===== src/sync_serial_pkg.sv =====
// Constants and carrier types for the synchronous serial port registers.
// Assumes an APB master with 32-bit data and 8-bit byte addresses.
package sync_serial_pkg;

  // Register byte offsets
  localparam logic [7:0] OFS_STATUS = 8'h00;
  localparam logic [7:0] OFS_CTRL_ONE = 8'h04;
  localparam logic [7:0] OFS_CTRL_TWO = 8'h08;
  localparam logic [7:0] OFS_BUFFER = 8'h0C;
  localparam logic [7:0] OFS_ADDR_DIV = 8'h10;

  // Status field positions
  localparam int BIT_SMP = 7;
  localparam int BIT_CKE = 6;
  localparam int BIT_DA = 5;
  localparam int BIT_STOP = 4;
  localparam int BIT_START = 3;
  localparam int BIT_RW = 2;
  localparam int BIT_UA = 1;
  localparam int BIT_BF = 0;

  // Control one field positions
  localparam int BIT_WRITE_COLLISION_FLAG = 7;
  localparam int BIT_OV = 6;
  localparam int BIT_EN = 5;
  localparam int BIT_CKP = 4;

  // Control two field positions
  localparam int BIT_GENERAL_CALL_ENABLE = 7;
  localparam int BIT_ACK_STATUS_BIT = 6;
  localparam int BIT_ACK_VALUE_BIT = 5;
  localparam int BIT_ACK_SEQUENCE_ENABLE = 4;
  localparam int BIT_RECEIVE_ENABLE_BIT = 3;
  localparam int BIT_PEN = 2;
  localparam int BIT_REPEATED_START_ENABLE = 1;
  localparam int BIT_SEN = 0;

  localparam logic [7:0] RESET_BYTE = 8'h00;
  localparam logic [7:0] GEN_CALL_ADDR = 8'h00;

  // Half periods of the serial clock, in system clocks
  localparam logic [8:0] HALF_DIV4 = 9'h002;
  localparam logic [8:0] HALF_DIV16 = 9'h008;
  localparam logic [8:0] HALF_DIV64 = 9'h020;

  typedef enum logic [3:0] {
    M_SPI_DIV4 = 4'b0000,
    M_SPI_DIV16 = 4'b0001,
    M_SPI_DIV64 = 4'b0010,
    M_SPI_TMR2 = 4'b0011,
    M_SPI_SLV_SEL = 4'b0100,
    M_SPI_SLV = 4'b0101,
    M_I2C_SLV7 = 4'b0110,
    M_I2C_SLV10 = 4'b0111,
    M_I2C_MST = 4'b1000,
    M_RSVD9 = 4'b1001,
    M_SPI_MST_BRG = 4'b1010,
    M_I2C_FW_MST = 4'b1011,
    M_RSVDC = 4'b1100,
    M_RSVDD = 4'b1101,
    M_I2C_SLV7_SP = 4'b1110,
    M_I2C_SLV10_SP = 4'b1111
  } mode_t;

  // Events from the shift engine, each a one-cycle pulse unless noted
  typedef struct packed {
    logic busy;          // level: a word is on the wire
    logic start_det;
    logic stop_det;
    logic rx_done;
    logic [7:0] rx_byte;
    logic byte_is_data;  // qualifies rx_done and tx_done
    logic addr_match;
    logic rw_bit;        // qualifies addr_match
    logic nack;
    logic ack_rx;
    logic ack_bad;       // qualifies ack_rx
    logic gen_call;
    logic need_addr;
    logic tx_done;
    logic start_done;
    logic rstart_done;
    logic stop_done;
    logic rx_end;
    logic ack_done;
  } evt_t;

  // Controls to the shift engine and pin multiplexer
  typedef struct packed {
    logic port_on;
    logic [3:0] mode;
    logic is_i2c;
    logic is_master;
    logic sample_end;
    logic edge_sel;
    logic clk_pol;
    logic stretch_en;
    logic gen_call_en;
    logic ack_value;
    logic start_go;
    logic rstart_go;
    logic stop_go;
    logic rx_go;
    logic ack_go;
    logic tx_load;
    logic [7:0] tx_data;
    logic [7:0] divider;
    logic sck;
    logic gc_irq;
    logic rate_tick;
  } ctl_t;

endpackage


===== src/ssp_rate_divider.sv =====
// Serial clock half-period timer for the master modes.
// Assumes run is low whenever no word is on the wire.
`timescale 1ns/10ps
module ssp_rate_divider (
  input wire logic clk,
  input wire logic rst_n,
  input wire logic ce,
  input wire logic run,
  input wire logic [3:0] mode,
  input wire logic [7:0] divider,
  input wire logic t2_match,
  output logic tick
);
  import sync_serial_pkg::*;

  // Ten bits: a divider of 255 needs a half period of 512
  typedef struct packed {
    logic [9:0] cnt;
    logic tick;
  } div_st_t;

  div_st_t s;
  div_st_t n;
  logic [9:0] half;

  // Zero divider is unsupported; it simply behaves as divide by four
  always_comb begin
    case (mode)
      M_SPI_DIV16: half = {1'b0, HALF_DIV16};
      M_SPI_DIV64: half = {1'b0, HALF_DIV64};
      M_SPI_MST_BRG, M_I2C_MST: half = {1'b0, divider, 1'b0} + 10'h002;
      default: half = {1'b0, HALF_DIV4};
    endcase
  end

  always_comb begin
    n = s;
    n.tick = 1'b0;
    if (!run) begin
      n.cnt = 10'h000;
    end else if (mode == M_SPI_TMR2) begin
      n.tick = t2_match;
    end else if (s.cnt + 10'h001 >= half) begin
      n.cnt = 10'h000;
      n.tick = 1'b1;
    end else begin
      n.cnt = s.cnt + 10'h001;
    end
  end

  always_ff @(posedge clk) begin
    if (!rst_n) begin
      s <= '0;
    end else if (ce) begin
      s <= n;
    end
  end

  assign tick = s.tick;
endmodule


===== src/sync_serial_port_control.sv =====
// Status and control registers of the synchronous serial port.
// Assumes a shift engine that reports bus events on EVT and obeys CTL.
//
// Decided for this implementation: the register offsets and the APB interface to the registers.
`timescale 1ns/10ps
// Function
// - Mode field picks I2C slave/master variants
// - Mode field picks SPI clock source
// - Mode 1010 divides by four times (divider + 1)
// - Sample bit picks input sample point
// - Edge bit picks SPI transmit edge
// - Data/address bit tracks last byte kind
// - Start/stop flags show last condition
// - Direction flag holds last read/write bit in I2C slave modes; in I2C master it shows a transmit in progress
// - Master idle when all command bits and the R/W flag clear
// - Ten-bit slave asks for address reload
// - Buffer full tracks buffer holding data
// - Write collision on badly timed buffer write
// - Slave overflow when buffer still full
// - Enable bit hands pins to port
// - Clock polarity or slave clock stretch
// - General call raises interrupt when enabled
// - Ack status and ack value bits
// - Ack sequence enable, hardware cleared
// - Start, restart, stop, receive commands
// - Slave start bit enables clock stretching
// - No command queueing while not idle
module sync_serial_port_control (
  input wire logic CLK,
  input wire logic RST_N,
  input wire logic CE,
  input wire logic PSEL,
  input wire logic PENABLE,
  input wire logic PWRITE,
  input wire logic [7:0] PADDR,
  input wire logic [31:0] PWDATA,
  output logic [31:0] PRDATA,
  output logic PREADY,
  output logic PSLVERR,
  input wire logic T2_MATCH,
  input wire sync_serial_pkg::evt_t EVT,
  output sync_serial_pkg::ctl_t CTL
);
  import sync_serial_pkg::*;

  typedef struct packed {
    logic [7:0] status;
    logic [7:0] ctrl_one;
    logic [7:0] ctrl_two;
    logic [7:0] data_buffer;
    logic [7:0] address_divider_register;
    logic [7:0] tx_data;
    logic tx_load;
    logic gc_irq;
    logic sck;
    logic [7:0] rdata;
    logic err;
  } st_t;

  st_t s;
  st_t n;
  mode_t mode;
  logic is_i2c;
  logic is_master;
  logic is_slave;
  logic i2c_master;
  logic ten_bit;
  logic idle;
  logic access;
  logic setup;
  logic wr;
  logic coll;
  logic mapped;
  logic tick;
  logic [7:0] wbyte;

  assign mode = mode_t'(s.ctrl_one[3:0]);
  assign wbyte = PWDATA[7:0];

  // Mode decode
  always_comb begin
    is_i2c = 1'b0;
    is_master = 1'b0;
    case (mode)
      M_SPI_DIV4, M_SPI_DIV16, M_SPI_DIV64, M_SPI_TMR2: is_master = 1'b1;
      M_SPI_MST_BRG: is_master = 1'b1;
      M_I2C_MST, M_I2C_FW_MST: begin
        is_i2c = 1'b1;
        is_master = 1'b1;
      end
      M_I2C_SLV7, M_I2C_SLV10, M_I2C_SLV7_SP, M_I2C_SLV10_SP: begin
        is_i2c = 1'b1;
      end
      default: begin
        is_i2c = 1'b0;
        is_master = 1'b0;
      end
    endcase
  end

  // Reserved codes drive neither role
  assign is_slave = !is_master && mode != M_RSVD9 && mode != M_RSVDC &&
                    mode != M_RSVDD;
  assign i2c_master = is_i2c && is_master;
  assign ten_bit = mode == M_I2C_SLV10 || mode == M_I2C_SLV10_SP;

  assign idle = !(s.status[BIT_RW] | s.ctrl_two[BIT_ACK_SEQUENCE_ENABLE] |
                  s.ctrl_two[BIT_RECEIVE_ENABLE_BIT] | s.ctrl_two[BIT_PEN] |
                  s.ctrl_two[BIT_REPEATED_START_ENABLE] | s.ctrl_two[BIT_SEN]);

  assign setup = PSEL && !PENABLE;
  assign access = PSEL && PENABLE;
  assign wr = access && PWRITE && !s.err;
  assign coll = i2c_master ? !idle : EVT.busy;

  always_comb begin
    mapped = 1'b1;
    if (PADDR == OFS_STATUS) begin
      mapped = 1'b1;
    end else if (PADDR == OFS_CTRL_ONE) begin
      mapped = 1'b1;
    end else if (PADDR == OFS_CTRL_TWO) begin
      mapped = 1'b1;
    end else if (PADDR == OFS_BUFFER) begin
      mapped = 1'b1;
    end else if (PADDR == OFS_ADDR_DIV) begin
      mapped = 1'b1;
    end else begin
      mapped = 1'b0;
    end
  end

  always_comb begin
    n = s;
    n.tx_load = 1'b0;
    n.gc_irq = 1'b0;
    // Read data is captured in setup so the access phase never waits
    if (setup) begin
      n.err = !mapped;
      n.rdata = RESET_BYTE;
      if (PADDR == OFS_STATUS) begin
        n.rdata = s.status;
      end else if (PADDR == OFS_CTRL_ONE) begin
        n.rdata = s.ctrl_one;
      end else if (PADDR == OFS_CTRL_TWO) begin
        n.rdata = s.ctrl_two;
      end else if (PADDR == OFS_BUFFER) begin
        n.rdata = s.data_buffer;
      end else if (PADDR == OFS_ADDR_DIV) begin
        n.rdata = s.address_divider_register;
      end
    end
    // Software side first, so hardware sets below win over clears
    if (wr && PADDR == OFS_STATUS) begin
      n.status[BIT_SMP] = wbyte[BIT_SMP];
      n.status[BIT_CKE] = wbyte[BIT_CKE];
    end else if (wr && PADDR == OFS_CTRL_ONE) begin
      n.ctrl_one[5:0] = wbyte[5:0];
      n.ctrl_one[BIT_WRITE_COLLISION_FLAG] = s.ctrl_one[BIT_WRITE_COLLISION_FLAG] & wbyte[BIT_WRITE_COLLISION_FLAG];
      n.ctrl_one[BIT_OV] = s.ctrl_one[BIT_OV] & wbyte[BIT_OV];
    end else if (wr && PADDR == OFS_CTRL_TWO) begin
      n.ctrl_two[BIT_GENERAL_CALL_ENABLE] = wbyte[BIT_GENERAL_CALL_ENABLE];
      n.ctrl_two[BIT_ACK_VALUE_BIT] = wbyte[BIT_ACK_VALUE_BIT];
      if (!i2c_master) begin
        n.ctrl_two[BIT_SEN] = wbyte[BIT_SEN];
      end else if (idle) begin
        // Commands only set; a busy port drops them
        n.ctrl_two[4:0] = s.ctrl_two[4:0] | wbyte[4:0];
      end
    end else if (wr && PADDR == OFS_BUFFER) begin
      if (coll) begin
        n.ctrl_one[BIT_WRITE_COLLISION_FLAG] = 1'b1;
      end else begin
        n.tx_data = wbyte;
        n.tx_load = 1'b1;
        if (is_i2c) begin
          n.status[BIT_BF] = 1'b1;
        end
        if (i2c_master) begin
          n.status[BIT_RW] = 1'b1;
        end
      end
    end else if (wr && PADDR == OFS_ADDR_DIV) begin
      n.address_divider_register = wbyte;
      n.status[BIT_UA] = 1'b0;
    end
    if (access && !PWRITE && PADDR == OFS_BUFFER) begin
      n.status[BIT_BF] = 1'b0;
    end
    if (!s.ctrl_one[BIT_EN]) begin
      n.status[BIT_STOP] = 1'b0;
      n.status[BIT_START] = 1'b0;
    end else begin
      if (EVT.start_det) begin
        n.status[BIT_START] = 1'b1;
        n.status[BIT_STOP] = 1'b0;
      end
      if (EVT.stop_det) begin
        n.status[BIT_STOP] = 1'b1;
        n.status[BIT_START] = 1'b0;
      end
      if (!is_master && (EVT.start_det || EVT.stop_det || EVT.nack)) begin
        n.status[BIT_RW] = 1'b0;
      end
      if (is_i2c && !is_master && EVT.addr_match) begin
        n.status[BIT_RW] = EVT.rw_bit;
        n.status[BIT_DA] = 1'b0;
      end
      if (EVT.rx_done) begin
        if (is_i2c) begin
          n.status[BIT_DA] = EVT.byte_is_data;
        end
        // In slave modes the shift contents are lost when the previous byte is unread
        if (is_slave && s.status[BIT_BF]) begin
          n.ctrl_one[BIT_OV] = 1'b1;
        end else begin
          n.data_buffer = EVT.rx_byte;
          n.status[BIT_BF] = 1'b1;
        end
      end
      if (EVT.tx_done) begin
        n.status[BIT_BF] = 1'b0;
        if (is_i2c) begin
          n.status[BIT_DA] = EVT.byte_is_data;
        end
        if (i2c_master) begin
          n.status[BIT_RW] = 1'b0;
        end
      end
      if (EVT.ack_rx) begin
        n.status[BIT_DA] = n.status[BIT_DA];
        n.ctrl_two[BIT_ACK_STATUS_BIT] = EVT.ack_bad;
      end
      if (is_i2c && !is_master && s.ctrl_two[BIT_GENERAL_CALL_ENABLE] && EVT.gen_call) begin
        n.gc_irq = 1'b1;
      end
      if (ten_bit && EVT.need_addr) begin
        n.status[BIT_UA] = 1'b1;
      end
      if (i2c_master) begin
        if (EVT.start_done) begin
          n.ctrl_two[BIT_SEN] = 1'b0;
        end
        if (EVT.rstart_done) begin
          n.ctrl_two[BIT_REPEATED_START_ENABLE] = 1'b0;
        end
        if (EVT.stop_done) begin
          n.ctrl_two[BIT_PEN] = 1'b0;
        end
        if (EVT.rx_end) begin
          n.ctrl_two[BIT_RECEIVE_ENABLE_BIT] = 1'b0;
        end
        if (EVT.ack_done) begin
          n.ctrl_two[BIT_ACK_SEQUENCE_ENABLE] = 1'b0;
        end
      end
    end
    // Idle level follows polarity; toggles only while a word shifts
    if (!EVT.busy || is_i2c) begin
      n.sck = s.ctrl_one[BIT_CKP];
    end else if (tick) begin
      n.sck = !s.sck;
    end
  end

  always_ff @(posedge CLK) begin
    if (!RST_N) begin
      s <= '0;
    end else if (CE) begin
      s <= n;
    end
  end

  ssp_rate_divider u_rate (
    .clk(CLK),
    .rst_n(RST_N),
    .ce(CE),
    .run(s.ctrl_one[BIT_EN] && EVT.busy && is_master),
    .mode(s.ctrl_one[3:0]),
    .divider(s.address_divider_register),
    .t2_match(T2_MATCH),
    .tick(tick)
  );

  assign PRDATA = {24'h000000, s.rdata};
  assign PREADY = 1'b1;
  assign PSLVERR = access && s.err;

  always_comb begin
    CTL.port_on = s.ctrl_one[BIT_EN];
    CTL.mode = s.ctrl_one[3:0];
    CTL.is_i2c = is_i2c;
    CTL.is_master = is_master;
    CTL.sample_end = s.status[BIT_SMP];
    CTL.edge_sel = s.status[BIT_CKE];
    CTL.clk_pol = s.ctrl_one[BIT_CKP];
    CTL.stretch_en = !is_master && s.ctrl_two[BIT_SEN];
    CTL.gen_call_en = s.ctrl_two[BIT_GENERAL_CALL_ENABLE];
    CTL.ack_value = s.ctrl_two[BIT_ACK_VALUE_BIT];
    CTL.start_go = i2c_master && s.ctrl_two[BIT_SEN];
    CTL.rstart_go = i2c_master && s.ctrl_two[BIT_REPEATED_START_ENABLE];
    CTL.stop_go = i2c_master && s.ctrl_two[BIT_PEN];
    CTL.rx_go = i2c_master && s.ctrl_two[BIT_RECEIVE_ENABLE_BIT];
    CTL.ack_go = i2c_master && s.ctrl_two[BIT_ACK_SEQUENCE_ENABLE];
    CTL.tx_load = s.tx_load;
    CTL.tx_data = s.tx_data;
    CTL.divider = s.address_divider_register;
    CTL.sck = s.sck;
    CTL.gc_irq = s.gc_irq;
    CTL.rate_tick = tick;
  end
endmodule


===== config.mk =====
export PLATFORM = sky130hd
export DESIGN_NAME = sync_serial_port_control
export DESIGN_NICKNAME = d
export VERILOG_FILES = /design/src/sync_serial_pkg.sv /design/src/ssp_rate_divider.sv /design/src/sync_serial_port_control.sv
export SDC_FILE = /design/constraint.sdc
export NUM_CORES = 1
export LEC_CHECK = 0
export ABC_AREA = 0
export BUFFER_PORTS_ARGS = -buffer_cell sky130_fd_sc_hd__buf_4
export CELL_PAD_IN_SITES_DETAIL_PLACEMENT = 2
export CELL_PAD_IN_SITES_GLOBAL_PLACEMENT = 2
export CORE_UTILIZATION = 26
export DETAILED_ROUTE_END_ITERATION = 10
export GPL_ROUTABILITY_DRIVEN = 0
export PLACE_DENSITY = 0.74
export SLEW_MARGIN = 20
export SYNTH_ARGS = -nofsm -noshare
export SYNTH_HDL_FRONTEND = slang
export SYNTH_SLANG_ARGS = --single-unit

===== constraint.sdc =====
create_clock -name CLK -period 2.5 [get_ports CLK]
set_clock_uncertainty 0.2 [all_clocks]
set_input_delay 0.125 -clock CLK [delete_from_list [all_inputs] [get_ports CLK]]
set_output_delay 0.125 -clock CLK [all_outputs]
set_load 0.01 [all_outputs]

==> metrics.md, run 1 <==
| Metric | Value |
|---|---|
| CTS max path bufs | `2` |
| Initial Utilization | `26.8%` |
| Status | `finished, violations left` |
| Reg2Reg Setup Slack | `-0.16 ns` |
| VDD IR-drop max | `0.329 mV` |
| Gr ovfl total | `0` |
| Warnings from Yosys | `0` |
| Finished Cell Area | `6150 µm²` |
| Synthesized area per cell | `8.28 µm²` |
| Worst endpoint required time | `2.58 ns` |
| Largest net degree at the start of global routing | `43` |
| Crit path arrival time | `2.74 ns` |
| Worst-Skew Late Latency | `0.35 ns` |
| Crit end category | `register` |
| Slew Limit Fails | `0` |
| Type of the tightest min-delay check | `primary input to register` |
| Fraction of layout instances using a drive strength above 1 | `30.0%` |
| Cell Area, Synth | `4450 µm²` |
| Die Y | `133 µm` |
| Hold path startpoint | `CE` |
| Final worst slack | `-0.157 ns` |
| Final hold violations | `0` |
| Register area | `1440 µm²` |
| Routed WL | `17.2 mm` |
| Final nets | `743` |
| Htree depth | `3` |
| CTS buffer count | `9` |
| Rows | `47` |
| Vias per Instance | `4.97` |
| Most common cell after layout, fill and taps aside | `buf_4` |
| Hold Path Sink | `s[56]` |
| Measured slew at the worst slew-check pin | `0.614 ns` |
| Hold Path Depth | `3` |
| Drt pass-1 iters | `4` |
| Total of max-cap violations | `0` |
| Root Driver | `clkbuf_16` |
| Area post-placement | `5240 µm²` |
| Worst-path clk slew | `0.07 ns` |
| Mapped Cells | `538` |
| ANT nets after route | `0` |
| RSZ-0062 raised after global routing | `yes` |
| Maximum clock frequency | `0.376 GHz` |
| Vias in the first global route | `4,637` |
| Die Wd | `133 µm` |
| Worst r2r dst | `u_rate.s[1]` |
| Via count | `4,396` |
| Post-DP HPWL | `12.5 mm` |
| # setup viols final | `11` |
| Drt drc | `0` |
| CP Launch Type | `register` |
| Initial antenna violation count | `0` |
| PD cells | `459 nW/µm²` |
| Synth top area share | `31.9%` |
| Ports | `145` |
| Fin crit period | `2.66 ns` |
| Area growth from synthesis to layout | `38.0%` |
| PortBufs | `95` |
| CTS tree | `yes` |
| GRT Total Usage | `19.4%` |
| Static Leak | `0.00272 µW` |
| Fill cells | `1,817` |
| Sequential area share after synthesis | `31.9%` |
| Most used DFF post-synth | `dfxtp_1` |
| First-pass GRT wire length | `26.0 mm` |
| Clock sinks | `71` |
| Pre-CTS setup slack | `-0.285 ns` |
| Die area | `17,700 µm²` |
| Final period util | `106%` |
| # diodes | `0` |
| Core Box Area | `16,600 µm²` |
| Worst R2R Start | `u_rate.s[9]` |
| Seq cells post-synth | `71` |
| CP Max Fanout | `7` |
| Initial drt markers | `239` |
| Critical path class | `register to register` |
| Failing checks | `setup timing` |
| Most frequent cells in the layout | `buf_4 (135), nand2_1 (75), dfxtp_1 (64)` |
| Area of the multi-input gates | `2640 µm²` |
| Synth top area cells | `dfxtp_1 (32%), buf_4 (11%), mux2i_1 (9.4%), nand2_1 (6.4%), a21oi_1 (3.8%)` |
| Post-synth EDFFs | `0` |
| Asr flop ratio synth | `0%` |
| Reg2reg path depth | `9` |
| Synth unique cells | `65` |
| Leading area contributor after synthesis | `dfxtp_1` |
| Relative slew slack | `58.9%` |
| WL per Instance | `19.4 µm` |
[power by group]
| part | total, µW | switching [µW] | internal (µW) |
|---|---|---|---|
| clock | 1440 | 535 | 901 |
| combinational | 254 | 141 | 113 |
| sequential | 1130 | 1.48 | 1130 |
[metal layers]
| layer | vias up | wire [µm] | GRT usage (%) |
|---|---|---|---|
| met3 | 30 | 683 | 3.07 |
| li1 | 2056 | - | - |
| met5 | - | 0 | 0 |
| met4 | 0 | 418 | 8.56 |
| met2 | 128 | 8280 | 31.8 |
| met1 | 2182 | 7800 | 25.0 |
[critical path, cell delays in order, from the launching register on]
cell,delay (ns)
dfxtp_1,0.39
nand2_1,0.11
nor4_4,0.27
xor2_1,0.30
ha_1,0.32
a21oi_2,0.18
nand2_1,0.10
o22a_4,0.31
nor2_4,0.22
mux2_4,0.19
[state kept, by name, summed over array words and instances, names as in the netlist]
register	count
CTL	29
PRDATA	8
s	23
u_rate.s	10
u_rate.tick	1
[worst max-delay path by stage]
stage                           start          end  slack, ns  cells past startpoint
after CTS                      CTL[3]  u_rate.s[3]      -0.13                     11
final                     u_rate.s[9]  u_rate.s[1]      -0.16                      9
after floorplan           u_rate.s[2]  u_rate.s[3]      0.002                     11
after global placement         CTL[3]  u_rate.s[3]      -0.11                     11
after global routing      u_rate.s[8]  u_rate.s[7]      -0.25                     10
after detailed placement  u_rate.s[3]  u_rate.s[1]      -0.28                      9
[through the flow]
stage	hold WS (ns)	TNS [ns]	cells	util (%)	power, µW
CTS	0.0134	-0.853	878	36.2	2850
detailed placement	0.124	-2.65	821	31.5	1360
global route	0.0348	-2.44	884	36.9	2910
finish	0.0170	-1.39	884	36.9	2820
global placement	0.116	-0.782	821	31.5	1360
floorplan	0.0216	0	561	-	1280
[cells in the mapped netlist, types with 4 or more instances]
cell type	number
buf_2	4
nor2_1	33
ha_1	11
a21oi_1	34
nand2b_1	7
xor2_1	4
nor2b_1	6
a211oi_1	9
xnor2_1	6
nand3_1	16
a22o_1	4
nand2_1	76
dfxtp_1	71
nand4_1	19
a22oi_1	8
mux2i_1	42
o22ai_1	9
a21o_1	6
nor3b_1	4
and3_1	13
inv_1	8
clkbuf_1	17
o21ai_0	9
buf_4	66
[logic make-up after synthesis]
kind of cell / count (synthesis) / share of synthesized area, %
xor+xnor: 11 / 2.33
buf+inv: 98 / 14.1
flops: 71 / 31.9
simple gates: 200 / 23.1
mux: 44 / 10.2
other cells: 2 / 0.169
compound gates: 101 / 15.1
fa+ha+maj: 11 / 3.09
[area by class of cell]
class	instances	area share, %
repair buffers	176	23.3
well taps	220	4.48
inverters	9	0.550
clock inverters	5	1.32
clock buffers	11	3.95
multi-input cells	392	43.0
flip-flops and latches	71	23.4
[repair_timing]
action / CTS / global route
hold buffers: 40 / 0
gates resized for setup: 15 / 19
endpoints found under the hold margin: 52 / 0
setup endpoints to repair: 11 / 12
pin swaps: 15 / 12
setup buffers: 1 / 6
No activity file was read; power rests on OpenSTA's default activity.
==> run 2, diff against run 1 <==
Settings changed: CELL_PAD_IN_SITES_DETAIL_PLACEMENT 2 to default, CELL_PAD_IN_SITES_GLOBAL_PLACEMENT 2 to default, CORE_UTILIZATION 26 to 35, PLACE_DENSITY 0.74 to 0.59.
==> metrics.md, run 2 (synthesis gave the netlist of run 1 again) <==
| Metric | Value |
|---|---|
| Worst endpoint required time | `2.58 ns` |
| ANT nets after route | `0` |
| PortBufs | `95` |
| Fraction of layout instances using a drive strength above 1 | `31.0%` |
| Gr ovfl total | `0` |
| Hold path startpoint | `PADDR[3]` |
| Largest net degree at the start of global routing | `33` |
| # diodes | `0` |
| Maximum clock frequency | `0.388 GHz` |
| Sw power | `644 µW` |
| Crit end category | `register` |
| Root Driver | `clkbuf_16` |
| Fin crit period | `2.58 ns` |
| Total of max-cap violations | `0` |
| WL per Instance | `16.6 µm` |
| Worst r2r dst | `u_rate.s[7]` |
| Die area | `13,200 µm²` |
| PD cells | `440 nW/µm²` |
| Vias in the first global route | `4,145` |
| Final hold violations | `0` |
| Die Y | `115 µm` |
| Max reg flops | `29` |
| Reg2Reg Setup Slack | `-0.08 ns` |
| Initial antenna violation count | `0` |
| CP most frequent cell | `a211oi_2` |
| Vias per Instance | `5.12` |
| Measured slew at the worst slew-check pin | `0.623 ns` |
| Ports | `145` |
| Drt drc | `0` |
| CP peak stage delay | `0.34 ns` |
| CTS max path bufs | `2` |
| CTS buffer count | `9` |
| Clk pwr share | `48.7%` |
| Routed WL | `13.8 mm` |
| Rows | `40` |
| CTS tree | `yes` |
| Htree depth | `3` |
| Clock sinks | `71` |
| Relative slew slack | `58.3%` |
| Static Leak | `0.00270 µW` |
| GRT Total Usage | `21.1%` |
| Slew Limit Fails | `0` |
| Worst path slowest cell | `dfxtp_2` |
| Failing checks | `setup timing` |
| Critical path class | `register to register` |
| Post-DP HPWL | `9.72 mm` |
| Hold Path Sink | `CTL[37]` |
| Area growth from synthesis to layout | `36.7%` |
| Final nets | `741` |
| P_int | `2030 µW` |
| Placed cells | `767` |
| Hold Path Depth | `3` |
| Gate power share | `9.1%` |
| CP Max Fanout | `7` |
| VDD IR-drop max | `0.269 mV` |
| Type of the tightest min-delay check | `primary input to register` |
| Worst-Skew Late Latency | `0.34 ns` |
| Crit-path cells | `ha_4, and3_4, xnor2_2, nand2_1, o211ai_1, ha_1, a211oi_2, nand4_1, o22a_4, buf_4, a211oi_2, a21o_1` |
| CP Launch Type | `register` |
| Crit path arrival time | `2.65 ns` |
| Initial drt markers | `297` |
| Reg2reg path depth | `12` |
| Reg power frac | `42.2%` |
| Drt pass-1 iters | `5` |
| First-pass GRT wire length | `21.3 mm` |
| Via count | `4,244` |
| Non-filler cells, final | `829` |
| Most common cell after layout, fill and taps aside | `buf_4` |
| Sw Share | `24.0%` |
| Most frequent cells in the layout | `buf_4 (131), nand2_1 (75), dfxtp_1 (62)` |
| Core Box Area | `12,200 µm²` |
| RSZ-0062 raised after global routing | `yes` |
| Die Wd | `115 µm` |
| Worst-path clk slew | `0.06 ns` |
| Initial Utilization | `36.5%` |
| Pre-CTS setup slack | `-0.176 ns` |
| Worst R2R Start | `CTL[3]` |
| # setup viols final | `10` |
| Status | `finished, violations left` |
| Final worst slack | `-0.0776 ns` |
| Final period util | `103%` |
## run 2: layout make-up
cell class / instances / area, µm²
clock buffers: 10 / 239
repair buffers: 174 / 1420
flip-flops and latches: 71 / 1440
clock inverters: 5 / 58.8
well taps: 168 / 210
inverters: 9 / 33.8
multi-input cells: 392 / 2690
fillers: 1156 / 6120
## run 2: worst max-delay path by stage
| stage | endpoint | cells past startpoint | start | slack (ns) |
|---|---|---|---|---|
| after floorplan | u_rate.s[3] | 11 | u_rate.s[2] | 0.002 |
| after global placement | u_rate.s[3] | 9 | u_rate.s[3] | -0.08 |
| after detailed placement | u_rate.s[3] | 9 | u_rate.s[3] | -0.18 |
| after CTS | u_rate.s[3] | 11 | CTL[3] | -0.04 |
| after global routing | u_rate.s[3] | 11 | CTL[3] | -0.19 |
| final | u_rate.s[7] | 12 | CTL[3] | -0.08 |
## run 2: power groups by stage
stage	clock, µW	combinational [µW]	sequential (µW)
after floorplan	0	121	1160
after global placement	0	191	1160
after detailed placement	0	192	1160
after CTS	1320	239	1130
after global routing	1380	261	1130
final	1300	244	1130
## run 2: layer usage
| metal | vias to the layer above | routed length, µm | part of all wire, % | track usage [%] |
|---|---|---|---|---|
| li1 | 2054 | - | - | - |
| met3 | 25 | 960 | 7.0 | 5.48 |
| met5 | - | 0 | 0 | 0 |
| met1 | 1988 | 6290 | 46 | 28.3 |
| met4 | 0 | 284 | 2.1 | 7.97 |
| met2 | 177 | 6220 | 45 | 32.7 |
## run 2: what timing repair did
action,in CTS,in global routing
endpoints found under the hold margin,53,0
gates resized for setup,20,28
endpoints found under the setup margin,11,12
setup buffers,2,5
pin swaps,5,20
hold buffers,40,0
## run 2: critical path, delay by kind of cell (launching register included)
kind                       cells  cell delay [ns]
AOI/OAI and AO/OA              5             0.81
xor gates and xnor gates       1             0.13
adders and majority gates      2             0.49
buffers and inverters          1             0.15
DFF                            1             0.34
and+or+nand+nor                3             0.39
## run 2: per-stage QoR
stage / hold slack (ns) / utilization (%) / cell area [µm²] / power, µW / TNS [ns]
after floorplan: 0.0216 / - / 4580 / 1280 / 0
after global placement: 0.114 / 42.1 / 5140 / 1350 / -0.444
after detailed placement: 0.118 / 42.1 / 5140 / 1350 / -1.23
after CTS: 0.00344 / 48.8 / 5960 / 2690 / -0.0371
after global routing: 0.0139 / 49.8 / 6090 / 2770 / -1.57
final: 0.0129 / 49.8 / 6090 / 2680 / -0.298
==> run 3, diff against run 2 <==
Settings changed: CORE_ASPECT_RATIO from default to 1.4, SLEW_MARGIN 20 to 30.
==> metrics.md, run 3 (synthesis gave the netlist of run 1 again) <==
| Metric | Value |
|---|---|
| Status | `finished, violations left` |
| Failing checks | `hold timing, setup timing` |
| CP Max Fanout | `7` |
| Measured slew at the worst slew-check pin | `0.636 ns` |
| CTS tree | `yes` |
| Post-DP HPWL | `10.3 mm` |
| Initial antenna violation count | `0` |
| Htree depth | `3` |
| Final nets | `739` |
| Worst-path clk slew | `0.06 ns` |
| Via count | `4,266` |
| ANT nets after route | `0` |
| Most common cell after layout, fill and taps aside | `buf_4` |
| Worst path slowest cell | `dfxtp_4` |
| Fill cells | `1,197` |
| Reg2Reg Setup Slack | `-0.07 ns` |
| Type of the tightest min-delay check | `primary input to register` |
| Die Wd | `97.3 µm` |
| Fraction of layout instances using a drive strength above 1 | `29.2%` |
| WL per Instance | `17.0 µm` |
| Worst endpoint required time | `2.58 ns` |
| GRT Total Usage | `20.8%` |
| Reg2reg path depth | `9` |
| Clock sinks | `71` |
| CP Launch Type | `register` |
| First-pass GRT wire length | `21.3 mm` |
| Initial drt markers | `214` |
| CP peak stage delay | `0.38 ns` |
| Final period util | `103%` |
| Worst r2r dst | `u_rate.s[3]` |
| Final worst slack | `-0.0712 ns` |
| CTS buffer count | `9` |
| Area growth from synthesis to layout | `34.9%` |
| Gr ovfl total | `0` |
| RSZ-0062 raised after global routing | `yes` |
| Largest net degree at the start of global routing | `41` |
| Routed WL | `13.8 mm` |
| Fin crit period | `2.57 ns` |
| Maximum clock frequency | `0.389 GHz` |
| Root Driver | `clkbuf_16` |
| Initial Utilization | `36.0%` |
| Overall power | `2760 µW` |
| Worst-Skew Late Latency | `0.35 ns` |
| Critical path launch point | `u_rate.s[2]` |
| Slew Limit Fails | `0` |
| Most frequent cells in the layout | `buf_4 (134), nand2_1 (75), dfxtp_1 (64)` |
| Vias in the first global route | `4,208` |
| Crit end category | `register` |
| PortBufs | `95` |
| VDD IR-drop max | `0.280 mV` |
| Die Y | `135 µm` |
| Critical path class | `register to register` |
| Final hold violations | `1` |
| Crit path arrival time | `2.65 ns` |
| Crit-path cells | `nand3_4, nor4_4, xor2_1, ha_1, a21oi_2, nand4_1, o22a_4, nor4b_4, a221o_1` |
| Pre-CTS setup slack | `-0.156 ns` |
| Area post-placement | `5140 µm²` |
| WHS | `-0.00315 ns` |
| Ports | `145` |
| Core Box Area | `12,400 µm²` |
| # diodes | `0` |
| Critical path endpoint | `u_rate.s[3]` |
| Total of max-cap violations | `0` |
| Max reg flops | `29` |
| Core Util, Final | `48.6%` |
| Relative slew slack | `57.4%` |
| Rows | `48` |
| Vias per Instance | `5.27` |
| Finished Cell Area | `6010 µm²` |
| Static Leak | `0.00269 µW` |
| Worst R2R Start | `u_rate.s[2]` |
| # setup viols final | `6` |
| Die area | `13,200 µm²` |
| CTS max path bufs | `2` |
| Drt drc | `0` |
| PD cells | `460 nW/µm²` |
| Drt pass-1 iters | `5` |
## run 3: how the worst min path moves through the flow
stage          startpoint      end  slack (ns)  cells after the start
6_report         PADDR[5]    s[52]      -0.003                      4
5_1_grt          PADDR[3]  CTL[37]        0.03                      3
4_1_cts          PADDR[5]    s[52]       0.001                      4
3_5_place_dp       EVT[0]    s[40]        0.12                      2
3_3_place_gp       EVT[3]    s[37]        0.12                      2
2_1_floorplan      EVT[3]    s[37]        0.02                      1
## run 3: per-layer routing
layer  up-vias  track usage [%]  share of wire, %
li1       2057                -                 -
met1      1998             23.1                38
met2       175             37.2                52
met3        36             2.99               5.2
met4         0             13.5               5.0
met5         -                0                 0
## run 3: worst max-delay path, delay by kind of cell, from the launching register on
kind,cells,cell delay [ns]
adder cells (fa/ha/maj),1,0.29
flip-flops,1,0.38
AND/OR/NAND/NOR,4,0.82
XOR/XNOR,1,0.23
AO/OA/AOI/OAI,3,0.60
## run 3: through the flow
| step | setup TNS [ns] | std cells |
|---|---|---|
| final | -0.175 | 810 |
| after global routing | -1.15 | 810 |
| after CTS | -0.484 | 808 |
| after detailed placement | -1.11 | 751 |
| after global placement | -0.516 | 751 |
| after floorplan | 0 | 561 |
## run 3: layout make-up
class	count	area, µm²	area share, %
well taps	150	188	3.12
clock buffers	10	229	3.81
multi-input cells	392	2650	44.1
repair buffers	172	1390	23.1
flip-flops and latches	71	1440	23.9
inverters	9	33.8	0.562
clock inverters	6	85.1	1.42
## run 3: report_power, final
| part | total, µW | internal, µW | switching, µW | leakage [µW] |
|---|---|---|---|---|
| registers | 1130 | 1130 | 0.969 | 0.000576 |
| clock network | 1390 | 870 | 519 | 0.000148 |
| logic | 240 | 109 | 131 | 0.00196 |
| total | 2760 | 2110 | 651 | 0.00269 |
## run 3: timing repair
item / 4_1_cts / 5_1_grt
resized for setup: 11 / 18
buffers inserted: 3 / 2
endpoints found under the setup margin: 11 / 11
hold buffers: 38 / 0
pin swaps: 14 / 12
endpoints found under the hold margin: 53 / 0
